## src/rtl/dsd_pkg.sv

```systemverilog
/*
  Constants and types for the data space decoder: region bases and sizes,
  access cycle figures and request encodings.
  Assumes a 16-bit data space and an 8-bit core.
*/
package dsd_pkg;

  // Region sizes
  localparam int unsigned RF_SIZE    = 32;
  localparam int unsigned STDIO_SIZE = 64;
  localparam int unsigned XIO_SIZE   = 160;
  localparam int unsigned ISRAM_SIZE = 1024;
  localparam int unsigned COMPAT_LOW = 96;

  // Region bases, normal map
  localparam logic [15:0] STDIO_BASE  = 16'h0020;
  localparam logic [15:0] XIO_BASE    = 16'h0060;
  localparam logic [15:0] XIO_LAST    = 16'h00ff;
  localparam logic [15:0] ISRAM_NORM  = 16'h0100;
  localparam logic [15:0] EXT_NORM    = 16'h0500;
  // Region bases, compatibility map
  localparam logic [15:0] ISRAM_COMP  = 16'h0060;
  localparam logic [15:0] EXT_COMP    = 16'h0460;

  // Access cycle figures, displacement limit and pointer reset value
  localparam logic [3:0]  INT_CYCLES  = 4'h2;
  localparam logic [3:0]  EXT_BYTE_X  = 4'h1;
  localparam logic [3:0]  EXT_PC_X    = 4'h3;
  localparam logic [5:0]  DISP_MAX    = 6'h3f;
  localparam logic [15:0] PTR_RESET   = 16'h0000;

  // Addressing modes
  typedef enum logic [2:0] {
    MODE_DIRECT,
    MODE_INDIRECT,
    MODE_DISP,
    MODE_PREDEC,
    MODE_POSTINC
  } dsd_mode_t;

  // Pointer pairs in the top six working registers
  typedef enum logic [1:0] {
    PTR_X,
    PTR_Y,
    PTR_Z
  } dsd_ptr_t;

  // Access targets
  typedef enum logic [2:0] {
    TGT_RF,
    TGT_STDIO,
    TGT_XIO,
    TGT_ISRAM,
    TGT_EXT
  } dsd_tgt_t;

endpackage : dsd_pkg

```

## src/rtl/dsd_decoder.sv

```systemverilog
/*
  Data space decoder and access sequencer: maps each data address to
  register file, standard I/O, extended I/O, internal SRAM or external
  SRAM, times the access and drives the external SRAM strobes.
  Assumes the core issues one request at a time on clk and waits for
  acc_done; external pins are synchronised here.
*/
`timescale 1ns/1ps
// Functional notes
// - Normal map: 32 RF, 64 IO, 160 XIO, 1024 SRAM
// - Compat map: 96 RF/IO then 1024 SRAM
// - Short IO opcodes never reach extended IO
// - Compat mode: no XIO, SRAM follows IO
// - External SRAM fills rest of 64K
// - Above internal memory routes to external SRAM
// - Strobes idle during internal accesses
// - External access only with enable bit set
// - External byte zero-wait costs one extra cycle
// - External stack PC transfer costs three extra
// - Wait states: two, three, four extra cycles
// - Stack with waits: five, seven, nine extra
// - Top three register pairs are pointers
// - Displacement up to 63 on Y or Z
// - Pre-decrement and post-increment write the stepped value back to the pointer
// - Direct addressing reaches whole data space
// - Internal access takes two cycles
module dsd_decoder
  import dsd_pkg::*;
(
  input  wire logic        clk,
  input  wire logic        sys_rst,
  input  wire logic        compat_mode_pin,
  input  wire logic        external_memory_enable_bit,
  input  wire logic [1:0]  wait_state_sel,
  input  wire logic        req_valid,
  input  wire logic        req_write,
  input  wire logic        req_short_io,
  input  wire logic [5:0]  req_io_index,
  input  wire dsd_mode_t   req_mode,
  input  wire dsd_ptr_t    req_ptr,
  input  wire logic [5:0]  req_disp,
  input  wire logic [15:0] req_addr,
  input  wire logic        req_pc_xfer,
  input  wire logic [7:0]  req_wdata,
  input  wire logic        ptr_load,
  input  wire dsd_ptr_t    ptr_load_sel,
  input  wire logic [15:0] ptr_load_value,
  input  wire logic [7:0]  ext_rdata,
  output logic             acc_busy,
  output logic             acc_done,
  output logic             acc_fault,
  output dsd_tgt_t         acc_target,
  output logic [15:0]      acc_addr,
  output logic             acc_write,
  output logic [7:0]       acc_wdata,
  output logic [7:0]       acc_rdata,
  output logic             compat_active,
  output logic [15:0]      ptr_x,
  output logic [15:0]      ptr_y,
  output logic [15:0]      ptr_z,
  output logic             external_read_strobe_pin_n,
  output logic             external_write_strobe_pin_n,
  output logic [15:0]      ext_addr,
  output logic [7:0]       ext_wdata,
  output logic             ext_data_oe
);

  // Total cycles of one access, internal or external
  function automatic logic [3:0] dsd_cycles(input logic ext, input logic pc,
                                            input logic [1:0] ws);
    logic [3:0] w;
    w = {2'b00, ws};
    if (!ext)
      dsd_cycles = INT_CYCLES;
    else if (pc)
      dsd_cycles = INT_CYCLES + EXT_PC_X + (w << 1);
    else
      dsd_cycles = INT_CYCLES + EXT_BYTE_X + w;
  endfunction : dsd_cycles

  logic        mode_s1;        // Strap synchroniser, first stage
  logic        mode_s2;        // Strap synchroniser, second stage
  logic        cfg_locked;     // Map mode captured
  logic [7:0]  rd_s1;          // Read data synchroniser, first stage
  logic [7:0]  rd_s2;          // Read data synchroniser, second stage
  logic [3:0]  cnt;            // Cycles left in current access
  logic        ext_live;       // Current access drives the pins
  logic        take;           // Request accepted this cycle
  logic [15:0] base;           // Selected pointer value
  logic [15:0] next_addr;      // Effective address of the request
  dsd_tgt_t    next_tgt;       // Region of the effective address
  logic        next_ext;       // External target
  logic        next_gated;     // External target with interface off
  logic        step_en;        // Pointer auto step
  logic        step_down;      // Step direction

  // Strap synchroniser, kept out of reset so the pin is through both
  // stages when reset lets go; only stage two reads stage one
  always_ff @(posedge clk)
  begin
    mode_s1 <= compat_mode_pin;
    mode_s2 <= mode_s1;
  end

  // Map mode caught on the first cycle after reset, then frozen
  always_ff @(posedge clk)
  begin
    if (sys_rst)
    begin
      compat_active <= 1'b0;
      cfg_locked    <= 1'b0;
    end
    else if (!cfg_locked)
    begin
      compat_active <= mode_s2;
      cfg_locked    <= 1'b1;
    end
  end

  // External read data synchroniser
  always_ff @(posedge clk)
  begin
    if (sys_rst)
    begin
      rd_s1 <= 8'h00;
      rd_s2 <= 8'h00;
    end
    else
    begin
      rd_s1 <= ext_rdata;
      rd_s2 <= rd_s1;
    end
  end

  // Pointer pairs live in their own store
  dsd_ptr_regs i_dsd_ptr_regs (
    .clk        (clk),
    .sys_rst    (sys_rst),
    .load_en    (ptr_load && !acc_busy && !take),
    .load_sel   (ptr_load_sel),
    .load_value (ptr_load_value),
    .step_en    (step_en),
    .step_sel   (req_ptr),
    .step_down  (step_down),
    .ptr_x      (ptr_x),
    .ptr_y      (ptr_y),
    .ptr_z      (ptr_z)
  );

  // Accept only once the map is fixed and the last access is over
  assign take = req_valid && cfg_locked && !acc_busy;

  // Effective address from the addressing mode
  always_comb
  begin
    unique case (req_ptr)
      PTR_Y:   base = ptr_y;
      PTR_Z:   base = ptr_z;
      default: base = ptr_x;   // Code 3 is illegal; fall back to X
    endcase
    step_en   = 1'b0;
    step_down = 1'b0;
    if (req_short_io)
      next_addr = STDIO_BASE + {10'h000, req_io_index};
    else
    begin
      unique case (req_mode)
        MODE_DIRECT:
          next_addr = req_addr;
        MODE_INDIRECT:
          next_addr = base;
        MODE_DISP:
          // X has no displacement form; the offset is dropped for it
          next_addr = (req_ptr == PTR_X) ? base
                    : base + {10'h000, req_disp & DISP_MAX};
        MODE_PREDEC:
        begin
          next_addr = base - 16'h0001;
          step_en   = take;
          step_down = 1'b1;
        end
        MODE_POSTINC:
        begin
          next_addr = base;
          step_en   = take;
        end
        default:
          next_addr = req_addr;
      endcase
    end
  end

  // Region decode for the active map
  always_comb
  begin
    if (next_addr < STDIO_BASE)
      next_tgt = TGT_RF;
    else if (next_addr < XIO_BASE)
      next_tgt = TGT_STDIO;
    else if (compat_active)
      next_tgt = (next_addr < EXT_COMP) ? TGT_ISRAM : TGT_EXT;
    else if (next_addr <= XIO_LAST)
      next_tgt = TGT_XIO;
    else if (next_addr < EXT_NORM)
      next_tgt = TGT_ISRAM;
    else
      next_tgt = TGT_EXT;
    next_ext   = (next_tgt == TGT_EXT) && external_memory_enable_bit;
    next_gated = (next_tgt == TGT_EXT) && !external_memory_enable_bit;
  end

  // Access sequencer: count down, pulse done on the last cycle
  always_ff @(posedge clk)
  begin
    if (sys_rst)
    begin
      acc_busy  <= 1'b0;
      acc_done  <= 1'b0;
      acc_fault <= 1'b0;
      cnt       <= 4'h0;
      ext_live  <= 1'b0;
    end
    else if (take)
    begin
      acc_busy  <= 1'b1;
      acc_done  <= 1'b0;
      acc_fault <= 1'b0;
      cnt       <= dsd_cycles(next_ext, req_pc_xfer, wait_state_sel) - 4'h1;
      ext_live  <= next_ext;
    end
    else if (acc_busy)
    begin
      cnt <= cnt - 4'h1;
      if (cnt == 4'h1)
      begin
        acc_busy  <= 1'b0;
        acc_done  <= 1'b1;
        acc_fault <= (acc_target == TGT_EXT) && !ext_live;
        ext_live  <= 1'b0;
      end
    end
    else
    begin
      acc_done  <= 1'b0;
      acc_fault <= 1'b0;
    end
  end

  // Request fields held for the core for the whole access
  always_ff @(posedge clk)
  begin
    if (sys_rst)
    begin
      acc_target <= TGT_RF;
      acc_addr   <= 16'h0000;
      acc_write  <= 1'b0;
      acc_wdata  <= 8'h00;
    end
    else if (take)
    begin
      acc_target <= next_tgt;
      acc_addr   <= next_addr;
      acc_write  <= req_write;
      acc_wdata  <= req_wdata;
    end
  end

  // External read data taken at the end of the strobe
  always_ff @(posedge clk)
  begin
    if (sys_rst)
      acc_rdata <= 8'h00;
    else if (acc_busy && ext_live && !acc_write && cnt == 4'h1)
      acc_rdata <= rd_s2;
  end

  // Strobes low only for a live external access; internal ones leave them high
  always_ff @(posedge clk)
  begin
    if (sys_rst)
    begin
      external_read_strobe_pin_n  <= 1'b1;
      external_write_strobe_pin_n <= 1'b1;
      ext_data_oe                 <= 1'b0;
    end
    else if (take)
    begin
      external_read_strobe_pin_n  <= !(next_ext && !req_write);
      external_write_strobe_pin_n <= !(next_ext && req_write);
      ext_data_oe                 <= next_ext && req_write;
    end
    else if (acc_busy && cnt == 4'h1)
    begin
      external_read_strobe_pin_n  <= 1'b1;
      external_write_strobe_pin_n <= 1'b1;
      ext_data_oe                 <= 1'b0;
    end
  end

  // Pin address and data follow the accepted request when external
  always_ff @(posedge clk)
  begin
    if (sys_rst)
    begin
      ext_addr  <= 16'h0000;
      ext_wdata <= 8'h00;
    end
    else if (take && next_ext)
    begin
      ext_addr  <= next_addr;
      ext_wdata <= req_wdata;
    end
  end

  // Internal access ends two cycles after acceptance
  int_time_a: assert property (@(posedge clk) disable iff (sys_rst)
    take && !next_ext |-> ##2 acc_done)
    else $error("internal access not two cycles");

  // Zero-wait external byte takes one more
  ext_byte_a: assert property (@(posedge clk) disable iff (sys_rst)
    take && next_ext && !req_pc_xfer && wait_state_sel == 2'd0
    |-> ##1 !acc_done [*2] ##1 acc_done)
    else $error("external byte not three cycles");

  // Zero-wait program counter transfer takes three more
  ext_pc_a: assert property (@(posedge clk) disable iff (sys_rst)
    take && next_ext && req_pc_xfer && wait_state_sel == 2'd0
    |-> ##1 !acc_done [*4] ##1 acc_done)
    else $error("external PC transfer not five cycles");

  // Three wait states on a byte add four
  wait_byte_a: assert property (@(posedge clk) disable iff (sys_rst)
    take && next_ext && !req_pc_xfer && wait_state_sel == 2'd3
    |-> ##6 acc_done)
    else $error("three-wait byte not six cycles");

  // Three wait states on a PC transfer add nine
  wait_pc_a: assert property (@(posedge clk) disable iff (sys_rst)
    take && next_ext && req_pc_xfer && wait_state_sel == 2'd3
    |-> ##11 acc_done)
    else $error("three-wait PC transfer not eleven cycles");

  // No strobe while an internal target is in service
  strobe_idle_a: assert property (@(posedge clk) disable iff (sys_rst)
    acc_busy && acc_target != TGT_EXT
    |-> external_read_strobe_pin_n && external_write_strobe_pin_n)
    else $error("strobe active on internal access");

  // Disabled interface never strobes and reports a fault
  ext_gate_a: assert property (@(posedge clk) disable iff (sys_rst)
    take && next_gated
    |=> external_read_strobe_pin_n && external_write_strobe_pin_n ##1 acc_fault)
    else $error("gated external access misbehaved");

  // Short I/O lands in standard I/O only
  short_io_a: assert property (@(posedge clk) disable iff (sys_rst)
    take && req_short_io |=> acc_target == TGT_STDIO && acc_addr < XIO_BASE)
    else $error("short I/O left standard I/O");

  // Compat map has no extended I/O
  compat_map_a: assert property (@(posedge clk) disable iff (sys_rst)
    take && compat_active && next_addr >= ISRAM_COMP && next_addr < EXT_COMP
    |=> acc_target == TGT_ISRAM)
    else $error("compat address not internal SRAM");

  // Post-increment steps the pair after using the old value
  post_inc_a: assert property (@(posedge clk) disable iff (sys_rst)
    take && !req_short_io && req_mode == MODE_POSTINC && req_ptr == PTR_Z
    |=> ptr_z == $past(ptr_z) + 16'h0001 && acc_addr == $past(ptr_z))
    else $error("post-increment wrong");

  // Map mode never changes once captured
  mode_hold_a: assert property (@(posedge clk) disable iff (sys_rst)
    cfg_locked |=> $stable(compat_active))
    else $error("map mode changed in operation");

endmodule : dsd_decoder

```

## src/rtl/dsd_ptr_regs.sv

```systemverilog
/*
  Pointer pair store for indirect data addressing.
  Assumes the core loads pairs only while no access is being taken.
*/
`timescale 1ns/1ps
module dsd_ptr_regs
  import dsd_pkg::*;
(
  input  wire logic        clk,
  input  wire logic        sys_rst,
  input  wire logic        load_en,
  input  wire dsd_ptr_t    load_sel,
  input  wire logic [15:0] load_value,
  input  wire logic        step_en,
  input  wire dsd_ptr_t    step_sel,
  input  wire logic        step_down,
  output logic      [15:0] ptr_x,
  output logic      [15:0] ptr_y,
  output logic      [15:0] ptr_z
);

  logic [15:0] ptr_q [3];  // X, Y, Z pairs

  // One flop group per pair; a step beats a load in the same cycle
  for (genvar i = 0; i < 3; i++)
  begin : g_pair
    always_ff @(posedge clk)
    begin
      if (sys_rst)
        ptr_q[i] <= PTR_RESET;
      else if (step_en && step_sel == dsd_ptr_t'(i))
        ptr_q[i] <= step_down ? ptr_q[i] - 16'h0001 : ptr_q[i] + 16'h0001;
      else if (load_en && load_sel == dsd_ptr_t'(i))
        ptr_q[i] <= load_value;
    end
  end

  assign ptr_x = ptr_q[0];
  assign ptr_y = ptr_q[1];
  assign ptr_z = ptr_q[2];

endmodule : dsd_ptr_regs

```

## config.mk

```make
export PLATFORM = sky130hd
export DESIGN_NAME = dsd_decoder
export DESIGN_NICKNAME = d
export VERILOG_FILES = /design/src/rtl/dsd_pkg.sv /design/src/rtl/dsd_decoder.sv /design/src/rtl/dsd_ptr_regs.sv
export SDC_FILE = /design/constraint.sdc
export NUM_CORES = 1
export LEC_CHECK = 0
export BUFFER_PORTS_ARGS = -buffer_cell sky130_fd_sc_hd__buf_4
export CAP_MARGIN = 20
export CORE_UTILIZATION = 35
export DETAILED_ROUTE_END_ITERATION = 12
export GPL_TIMING_DRIVEN = 0
export PLACE_DENSITY = 0.55
export SLEW_MARGIN = 10
export SYNTH_ARGS = -nofsm -noshare
export SYNTH_HDL_FRONTEND = slang
export SYNTH_SLANG_ARGS = --single-unit
```

## constraint.sdc

```tcl
create_clock -name clk -period 11.1 [get_ports clk]
set_input_delay 2.775 -clock clk [delete_from_list [all_inputs] [get_ports clk]]
set_output_delay 2.775 -clock clk [all_outputs]
set_load 0.01 [all_outputs]
```

==> out/results.ini, run 1 <==
[detailed_routing]
wl_met3_um=1570
wl_per_cell_um=18.5
wl_met1_um=14300
viasPerCell=5.43
drt_wl_total_um=30700
drt-pass1-iter-count=5
drc=0
highest_layer=met4
wl_met2_um=14000
drt.antenna.violating_nets=0
first_iter_violations=734
via_count=8987

[timing]
max-slew-margin-rel_pct=43.7
hold_ws_ps=333
hold_violations=0
max_slew.worst_pin.slew_ps=838
finalCritPeriodShare_pct=71.3
timing.fmax_mhz=126
maxSlewViolCount=0
rsz0062_at_grt=no
setup_violations=0
clock_skew_ps=19.6
finalCriticalPeriod_ps=7910
fin_tns_setup_ps=0

[logic_synthesis]
syn-cell-area_um2=9230
synth-edff-count=48
synthesis.nets=1234
synthTopCellsByArea=dfxtp_1, edfxtp_1, ha_1
syn_inst=1096
avgSynthCellArea_um2=8.42
synthArstFlopShare_pct=0
synth_top_area_share_pct=19.7
seq_area_frac_synth_pct=35.3
synth_top_flop_cell=dfxtp_1
yosys_register_bits=139
yosysTopAreaCell=dfxtp_1
yosys_warnings=0
ys_types=84

[layout]
post-route-cell-area_um2=11700
final_common_cell=buf_4
n_fill_cell=2630
final_nets=1445
multi_input_area_um2=5530
n_antenna_cell=0
syn_to_final_growth_pct=27.1
seqCellArea_um2=3260
layout_common_cells=buf_4, nand2_1, nor2_1, dfxtp_1, a21oi_1
post-route-util_pct=45.2
layout-drive-gt1-share_pct=20.3

[cts]
cts_buffers=17
clkTransAtPathRegs_ps=70
cts_resized=0
numClockSinks=139
post_cts_buffers=0
root_buffer=clkbuf_16
cts_buffer_depth=2
htreeDepth=4
ctsHoldBuffers=0
clk_latency_ps=430
cts_tree=built

[worst_setup_path]
path_max_fanout=9
crit_path_cell_trace=buf_4, inv_1, ha_1, buf_2, a22oi_1, a21oi_2, ha_1, fa_1, a211oi_1, nor2_1, o21ai_0, nor2_1, o211a_1, nor3_1, a21oi_1, a2bb2oi_2, a21oi_1, nand2_1, ha_1, nor2_1, a21oi_1, mux2_2, nor2_1
cp-end-kind=register
critPathMostFrequentCell=nor2_1
critPathSlowestCell=a21oi_1
cp_data_required_time_ps=11450
crit_arrival_ps=8260
critical_path_class=primary input to register
start_kind=primary input
crit_path_max_incr_delay_ps=670

[placement]
port_buffers=190
place_congestion=0.897
dp_hpwl_um=23900
post_dp_cell_area_um2=11100

[pwr]
powerDensity_nw_per_um2=126
power.leakage_nw=4.97
ir_worst_vdd_mv=0.113

[floorplanning]
start_util_pct=35.5
core-area_um2=26000
die_area_um2=27000
io_pins=193
dieWidth_um=164
fp.dieH_um=164
num_rows=59

[global_route]
grt_pass1_vias=8411
grt_overflow=0
grt_max_degree=32
grt_pass1_wl_um=46800
antenna_found_initial=0
grt.total_usage_pct=22.6

[min_path]
hold_class=register to register

[outcome]
status=finished, final reports clean

[run]
cap_violations=0

## layout make-up
cell class / instances / share of cell area (%)
inverters: 49 / 1.57
well taps: 335 / 3.57
plain buffers: 55 / 2.41
repair buffers: 192 / 12.4
clock buffers: 17 / 3.63
flip-flops and latches: 139 / 27.8
multi-input cells: 853 / 47.1
clock inverters: 15 / 1.47
## layer usage
layer / vias up / track usage, %
met1: 4250 / 31.1
met3: 43 / 3.16
met4: 0 / 8.05
li1: 4406 / -
met5: - / 0
met2: 288 / 36.0
## registers in the layout, indices dropped and copies added, names as in the netlist, 3 cells and up
signal and flops:
i_dsd_ptr_regs.ptr_q 48, acc_addr 16, ext_addr 16, acc_rdata 8
acc_wdata 8, ext_wdata 8, rd_s1 8, rd_s2 8
cnt 4, acc_target 3
## worst paths after layout
check | to | slack (ps) | startpoint | cells past startpoint
worst max-delay path | cnt[1]$_SDFFE_PP0P_ | 3190 | req_ptr[0] | 23
worst min-delay path | mode_s2$_DFF_P_ | 330 | mode_s1$_DFF_P_ | 0
worst max register to register | cnt[1]$_SDFFE_PP0P_ | 5500 | i_dsd_ptr_regs.ptr_q[1][0]$_DFFE_PP_ | 19
worst min register to register | mode_s2$_DFF_P_ | 330 | mode_s1$_DFF_P_ | 0
## metrics by stage
stage / setup slack, ps / instances / total power [mW]
floorplan: 3090 / 1096 / 0.779
global placement: 1080 / 1621 / 0.899
detailed placement: 2910 / 1623 / 0.904
CTS: 3310 / 1655 / 1.49
global route: 2810 / 1655 / 1.54
finish: 3190 / 1655 / 1.48
## power by group
part / switching [mW] / internal [mW] / leakage [nW]
Sequential: 0.0203 / 0.550 / 1.25
Combinational: 0.194 / 0.131 / 3.43
Clock: 0.260 / 0.322 / 0.289
## worst max-delay path: cells and delay by family
kind | cells | cell delay (ps)
compound gates | 9 | 2790
fa+ha+maj | 4 | 1200
buf+inv | 3 | 310
mux | 1 | 260
simple gates | 6 | 910
## synth_stat cells, types with 6 or more instances
| cell | n |
|---|---|
| nand2_1 | 133 |
| nor2_1 | 113 |
| dfxtp_1 | 91 |
| a21oi_1 | 89 |
| o21ai_0 | 88 |
| ha_1 | 56 |
| edfxtp_1 | 48 |
| inv_1 | 47 |
| clkbuf_1 | 40 |
| mux2i_1 | 32 |
| xnor2_1 | 29 |
| nor3_1 | 27 |
| nor2b_1 | 23 |
| a21o_1 | 18 |
| a22oi_1 | 18 |
| nand3_1 | 17 |
| o21bai_1 | 15 |
| a211oi_1 | 14 |
| a31oi_1 | 14 |
| xor2_1 | 10 |
| nor4_1 | 9 |
| and2_1 | 8 |
| and3_1 | 8 |
| a32o_1 | 7 |
| o21a_1 | 7 |
| o22ai_1 | 7 |
| a221oi_1 | 6 |
| buf_6 | 6 |
| nand2b_1 | 6 |
## cell families (layout without fill, tap and decap cells)
group | after synthesis | count (layout) | synth area share, %
AOI/OAI and AO/OA | 341 | 341 | 24.3
xor gates and xnor gates | 39 | 39 | 3.70
adders and majority gates | 60 | 60 | 8.46
buffers and inverters | 104 | 328 | 5.05
DFF | 139 | 139 | 35.3
muxes | 35 | 35 | 3.86
and+or+nand+nor | 378 | 378 | 19.3
Power figures use the tool's default switching activity.
==> run 2: changes to the inputs <==
- PLACE_DENSITY: 0.55 -> 0.57
- clock period: 11.1 -> 6.8 ns (I/O delays scaled with it)
==> out/results.ini, run 2 (synthesis results as in run 1) <==
[outcome]
status=finished, final reports clean

[placement]
dp_hpwl_um=23700
port_buffers=190
place_congestion=0.919
place_inst=1623
place_ws_ps=-247

[detailed_routing]
drt.antenna.violating_nets=0
drt_wl_total_um=30400
drc=0
wl_per_cell_um=18.4
drt-pass1-iter-count=5
via_count=8892
viasPerCell=5.37
first_iter_violations=699

[cts]
ctsHoldBuffers=0
root_buffer=clkbuf_16
cts_tree=built
clk_latency_ps=430
numClockSinks=139
cts_resized=0
cts_buffer_depth=2
htreeDepth=4
cts_buffers=17
post_cts_buffers=0
clkTransAtPathRegs_ps=70

[layout]
layout_common_cells=buf_4, nand2_1, nor2_1, dfxtp_1, a21oi_1
n_fill_cell=2612
final_cell_count_no_fill=1655
layout-drive-gt1-share_pct=20.4
largest_reg_flops=48
post-route-util_pct=45.2
final_nets=1445
syn_to_final_growth_pct=27.2
multi_input_area_um2=5530
regMostFlops=i_dsd_ptr_regs.ptr_q
reg_top3=i_dsd_ptr_regs.ptr_q (48), acc_addr (16), ext_addr (16)
seqCellArea_um2=3260
n_antenna_cell=0
final_common_cell=buf_4

[worst_setup_path]
critPathTopFamily=compound AO/OA/AOI/OAI gates
critical_path_class=primary input to register
critPathSlowestCell=fa_1
cp_data_required_time_ps=7150
cp-end-kind=register
start_kind=primary input
critPathMostFrequentCell=nor2_1
crit_arrival_ps=6600
crit_path_cell_trace=buf_4, inv_1, ha_1, buf_2, a22oi_1, a21oi_2, ha_1, fa_1, a211oi_1, nor2_1, o21ai_1, nor2_1, o211a_1, nor3_1, a21oi_1, a2bb2oi_2, a21oi_2, nand2_1, ha_1, nor2_1, a21oi_1, mux2_2, nor2_1
path_max_fanout=9
crit_path_max_incr_delay_ps=430
path_buf_inv=3

[pwr]
swShare_pct=31.9
p_total_mw=2.43
combPwrFrac_pct=21.9
powerDensity_nw_per_um2=207
ir_worst_vdd_mv=0.168
power.leakage_nw=4.98
power.switching_mw=0.776
pwr-share-clk_pct=39.9
p_int_mw=1.66
p_seq_share_pct=38.3

[floorplanning]
dieWidth_um=164
io_pins=193
fp.dieH_um=164
core-area_um2=26000
die_area_um2=27000
start_util_pct=35.5
num_rows=59

[timing]
maxSlewViolCount=0
hold_violations=0
timing.fmax_mhz=160
setup_violations=0
fin_tns_setup_ps=0
max-slew-margin-rel_pct=45.4
rsz0062_at_grt=no
finalCriticalPeriod_ps=6260
clock_skew_ps=20.1
max_slew.worst_pin.slew_ps=817
finalCritPeriodShare_pct=92.0
layout_setup_ws_ps=543

[global_route]
grt_overflow=0
grt.total_usage_pct=22.6
grt_pass1_vias=8448
antenna_found_initial=0
grt_max_degree=33
grt_pass1_wl_um=47100

[min_path]
hold_class=register to register

[run]
cap_violations=0

[run 2: worst reg2reg max path, delay by kind of cell, from the launching register on]
family	cells	cell delay, ps
adder cells (fa/ha/maj)	3	990
flip-flops	1	490
AND/OR/NAND/NOR	6	870
AO/OA/AOI/OAI	9	2340
multiplexers	1	260
[run 2: cell type report]
type | count | share of cell area (%)
Sequential cell | 139 | 27.8
Inverter | 49 | 1.57
Clock buffer | 18 | 3.83
Clock inverter | 14 | 1.30
Timing Repair Buffer | 192 | 12.4
Buffer | 55 | 2.41
Tap cell | 335 | 3.57
Multi-Input combinational cell | 853 | 47.1
[run 2: metal layers]
metal / vias up / global-route usage (%) / share of wire, %
met5: - / 0 / 0
met4: 0 / 5.05 / 1.3
met3: 26 / 3.62 / 6.5
met2: 292 / 36.9 / 46
met1: 4144 / 31.2 / 46
li1: 4430 / - / -
[run 2: through the flow]
step           cell area (um^2)  hold WS (ps)
2_1_floorplan              9240           310
3_3_place_gp              11100           312
3_5_place_dp              11100           316
4_1_cts                   11700           333
5_1_grt                   11700           350
6_report                  11700           336
[run 2: path summary, 6_finish.rpt]
| kind | slack, ps | from | endpoint | cells past startpoint |
|---|---|---|---|---|
| worst min register to register | 340 | mode_s1$_DFF_P_ | mode_s2$_DFF_P_ | 0 |
| worst min-delay path | 340 | mode_s1$_DFF_P_ | mode_s2$_DFF_P_ | 0 |
| worst max register to register | 1780 | i_dsd_ptr_regs.ptr_q[1][0]$_DFFE_PP_ | cnt[1]$_SDFFE_PP0P_ | 19 |
| worst max-delay path | 540 | req_ptr[0] | cnt[1]$_SDFFE_PP0P_ | 23 |
[run 2: power groups by stage]
stage	clock network, mW	registers [mW]	logic, mW
floorplan	0	0.952	0.319
global placement	0	0.949	0.518
detailed placement	0	0.949	0.525
CTS	0.985	0.930	0.528
global route	1.02	0.935	0.585
finish	0.970	0.930	0.532
==> run 3: changes to the inputs <==
- PLACE_DENSITY: 0.57 -> not set
- PLACE_DENSITY_LB_ADDON: not set -> 0.25
==> out/results.ini, run 3 (synthesis results as in run 1) <==
[outcome]
status=finished, final reports clean

[global_route]
grt_pass1_wl_um=47200
grt.total_usage_pct=22.6
grt.busiest_layer=met2
grt_overflow=0
grt_max_degree=30
use_met2_pct=36.2
met3_usage_pct=3.29
antenna_found_initial=0
use_met1_pct=31.4
grt_pass1_vias=8502

[layout]
regMostFlops=i_dsd_ptr_regs.ptr_q
post-route-util_pct=45.2
final_cell_count_no_fill=1654
final_common_cell=buf_4
largest_reg_flops=48
reg_top3=i_dsd_ptr_regs.ptr_q (48), acc_addr (16), ext_addr (16)
layout-drive-gt1-share_pct=20.3
layout_common_cells=buf_4, nand2_1, nor2_1, dfxtp_1
post-route-cell-area_um2=11700
n_antenna_cell=0
n_fill_cell=2565
final_nets=1444
syn_to_final_growth_pct=27.1

[floorplanning]
num_rows=59
start_util_pct=35.5
dieWidth_um=164
io_pins=193
fp.dieH_um=164
die_area_um2=27000
core-area_um2=26000

[timing]
finalCriticalPeriod_ps=6320
finalCritPeriodShare_pct=92.9
timing.fmax_mhz=158
setup_violations=0
hold_violations=0
maxSlewViolCount=0
rsz0062_at_grt=no
clock_skew_ps=15.1
hold_ws_ps=333
max-slew-margin-rel_pct=40.9
max_slew.worst_pin.slew_ps=886

[placement]
post_dp_cell_area_um2=11100
place_congestion=0.930
place_inst=1622
dp_hpwl_um=23400
port_buffers=190

[pwr]
p_int_mw=1.61
combPwrFrac_pct=22.0
p_total_mw=2.41
power.switching_mw=0.799
powerDensity_nw_per_um2=205
p_seq_share_pct=38.6
ir_worst_vdd_mv=0.152
pwr-share-clk_pct=39.4
power.leakage_nw=4.96
swShare_pct=33.2

[cts]
numClockSinks=139
root_buffer=clkbuf_16
cts_resized=0
htreeDepth=4
cts_buffers=17
cts_buffer_depth=2
post_cts_buffers=0
clk_latency_ps=440
clkTransAtPathRegs_ps=70
ctsHoldBuffers=0
cts_tree=built

[detailed_routing]
drt.antenna.violating_nets=0
viasPerCell=5.43
wl_per_cell_um=18.3
via_count=8986
first_iter_violations=893
drc=0
drt_wl_total_um=30300
drt-pass1-iter-count=8

[worst_setup_path]
critical_path_class=primary input to register
cp_data_required_time_ps=7160
path_max_fanout=9
cp-end-kind=register
crit_arrival_ps=6680
worstRegToRegCells=19
start_kind=primary input

[min_path]
hold_class=register to register
holdPathStages=0

[run]
cap_violations=0

run 3: cell types whose count changed in the layout (fill, tap and decap cells not counted), moves of 2 or more:
| cell | previous run | this run |
|---|---|---|
| clkinv_2 | 2 | 0 |
| inv_6 | 4 | 0 |
| inv_8 | 4 | 6 |
| clkinvlp_4 | 1 | 3 |
| clkinv_8 | 1 | 4 |
run 3: layout make-up:
class / instances / area (um^2) / area share (%)
buffer: 55 / 283 / 2.41
clock buffer: 17 / 425 / 3.63
clock inverter: 15 / 180 / 1.54
inverter: 49 / 184 / 1.57
multi-input combinational: 853 / 5530 / 47.2
sequential: 139 / 3260 / 27.8
tap: 335 / 419 / 3.57
timing repair buffer: 191 / 1450 / 12.3
run 3: worst max-delay path: stages:
cell	delay (ps)
buf_4	90
inv_1	50
ha_1	190
buf_2	180
a22oi_1	250
a21oi_2	200
ha_1	270
fa_1	430
a211oi_1	290
nor2_1	130
o21ai_0	510
nor2_1	90
o211a_1	220
nor3_1	310
a21oi_1	200
a2bb2oi_2	240
a21oi_2	410
nand2_1	120
ha_1	310
nor2_1	110
a21oi_1	40
mux2_2	260
nor2_1	70
run 3: routing by layer:
metal | wire length [um] | up-vias
met5 | 0 | -
met3 | 1840 | 48
met4 | 561 | 0
met1 | 13800 | 4200
met2 | 14200 | 320
li1 | - | 4418
run 3: final timing paths:
kind	from	to	slack (ps)
setup reg to reg	i_dsd_ptr_regs.ptr_q[1][0]$_DFFE_PP_	cnt[1]$_SDFFE_PP0P_	1690
hold reg to reg	mode_s1$_DFF_P_	mode_s2$_DFF_P_	330
hold / removal	mode_s1$_DFF_P_	mode_s2$_DFF_P_	330
setup / recovery	req_ptr[0]	cnt[1]$_SDFFE_PP0P_	480
run 3: per-stage QoR:
| step | worst slack (ps) | TNS (ps) |
|---|---|---|
| floorplan | 597 | 0 |
| global placement | -867 | -8240 |
| detailed placement | -135 | -135 |
| CTS | 287 | 0 |
| global route | 61.1 | 0 |
| finish | 485 | 0 |
run 3: power by group through the flow:
stage / clock, mW / combinational, mW / sequential (mW)
6_report: 0.949 / 0.530 / 0.930
4_1_cts: 0.960 / 0.526 / 0.931
3_5_place_dp: 0 / 0.523 / 0.949
3_3_place_gp: 0 / 0.515 / 0.949
5_1_grt: 1.00 / 0.583 / 0.935
2_1_floorplan: 0 / 0.319 / 0.952
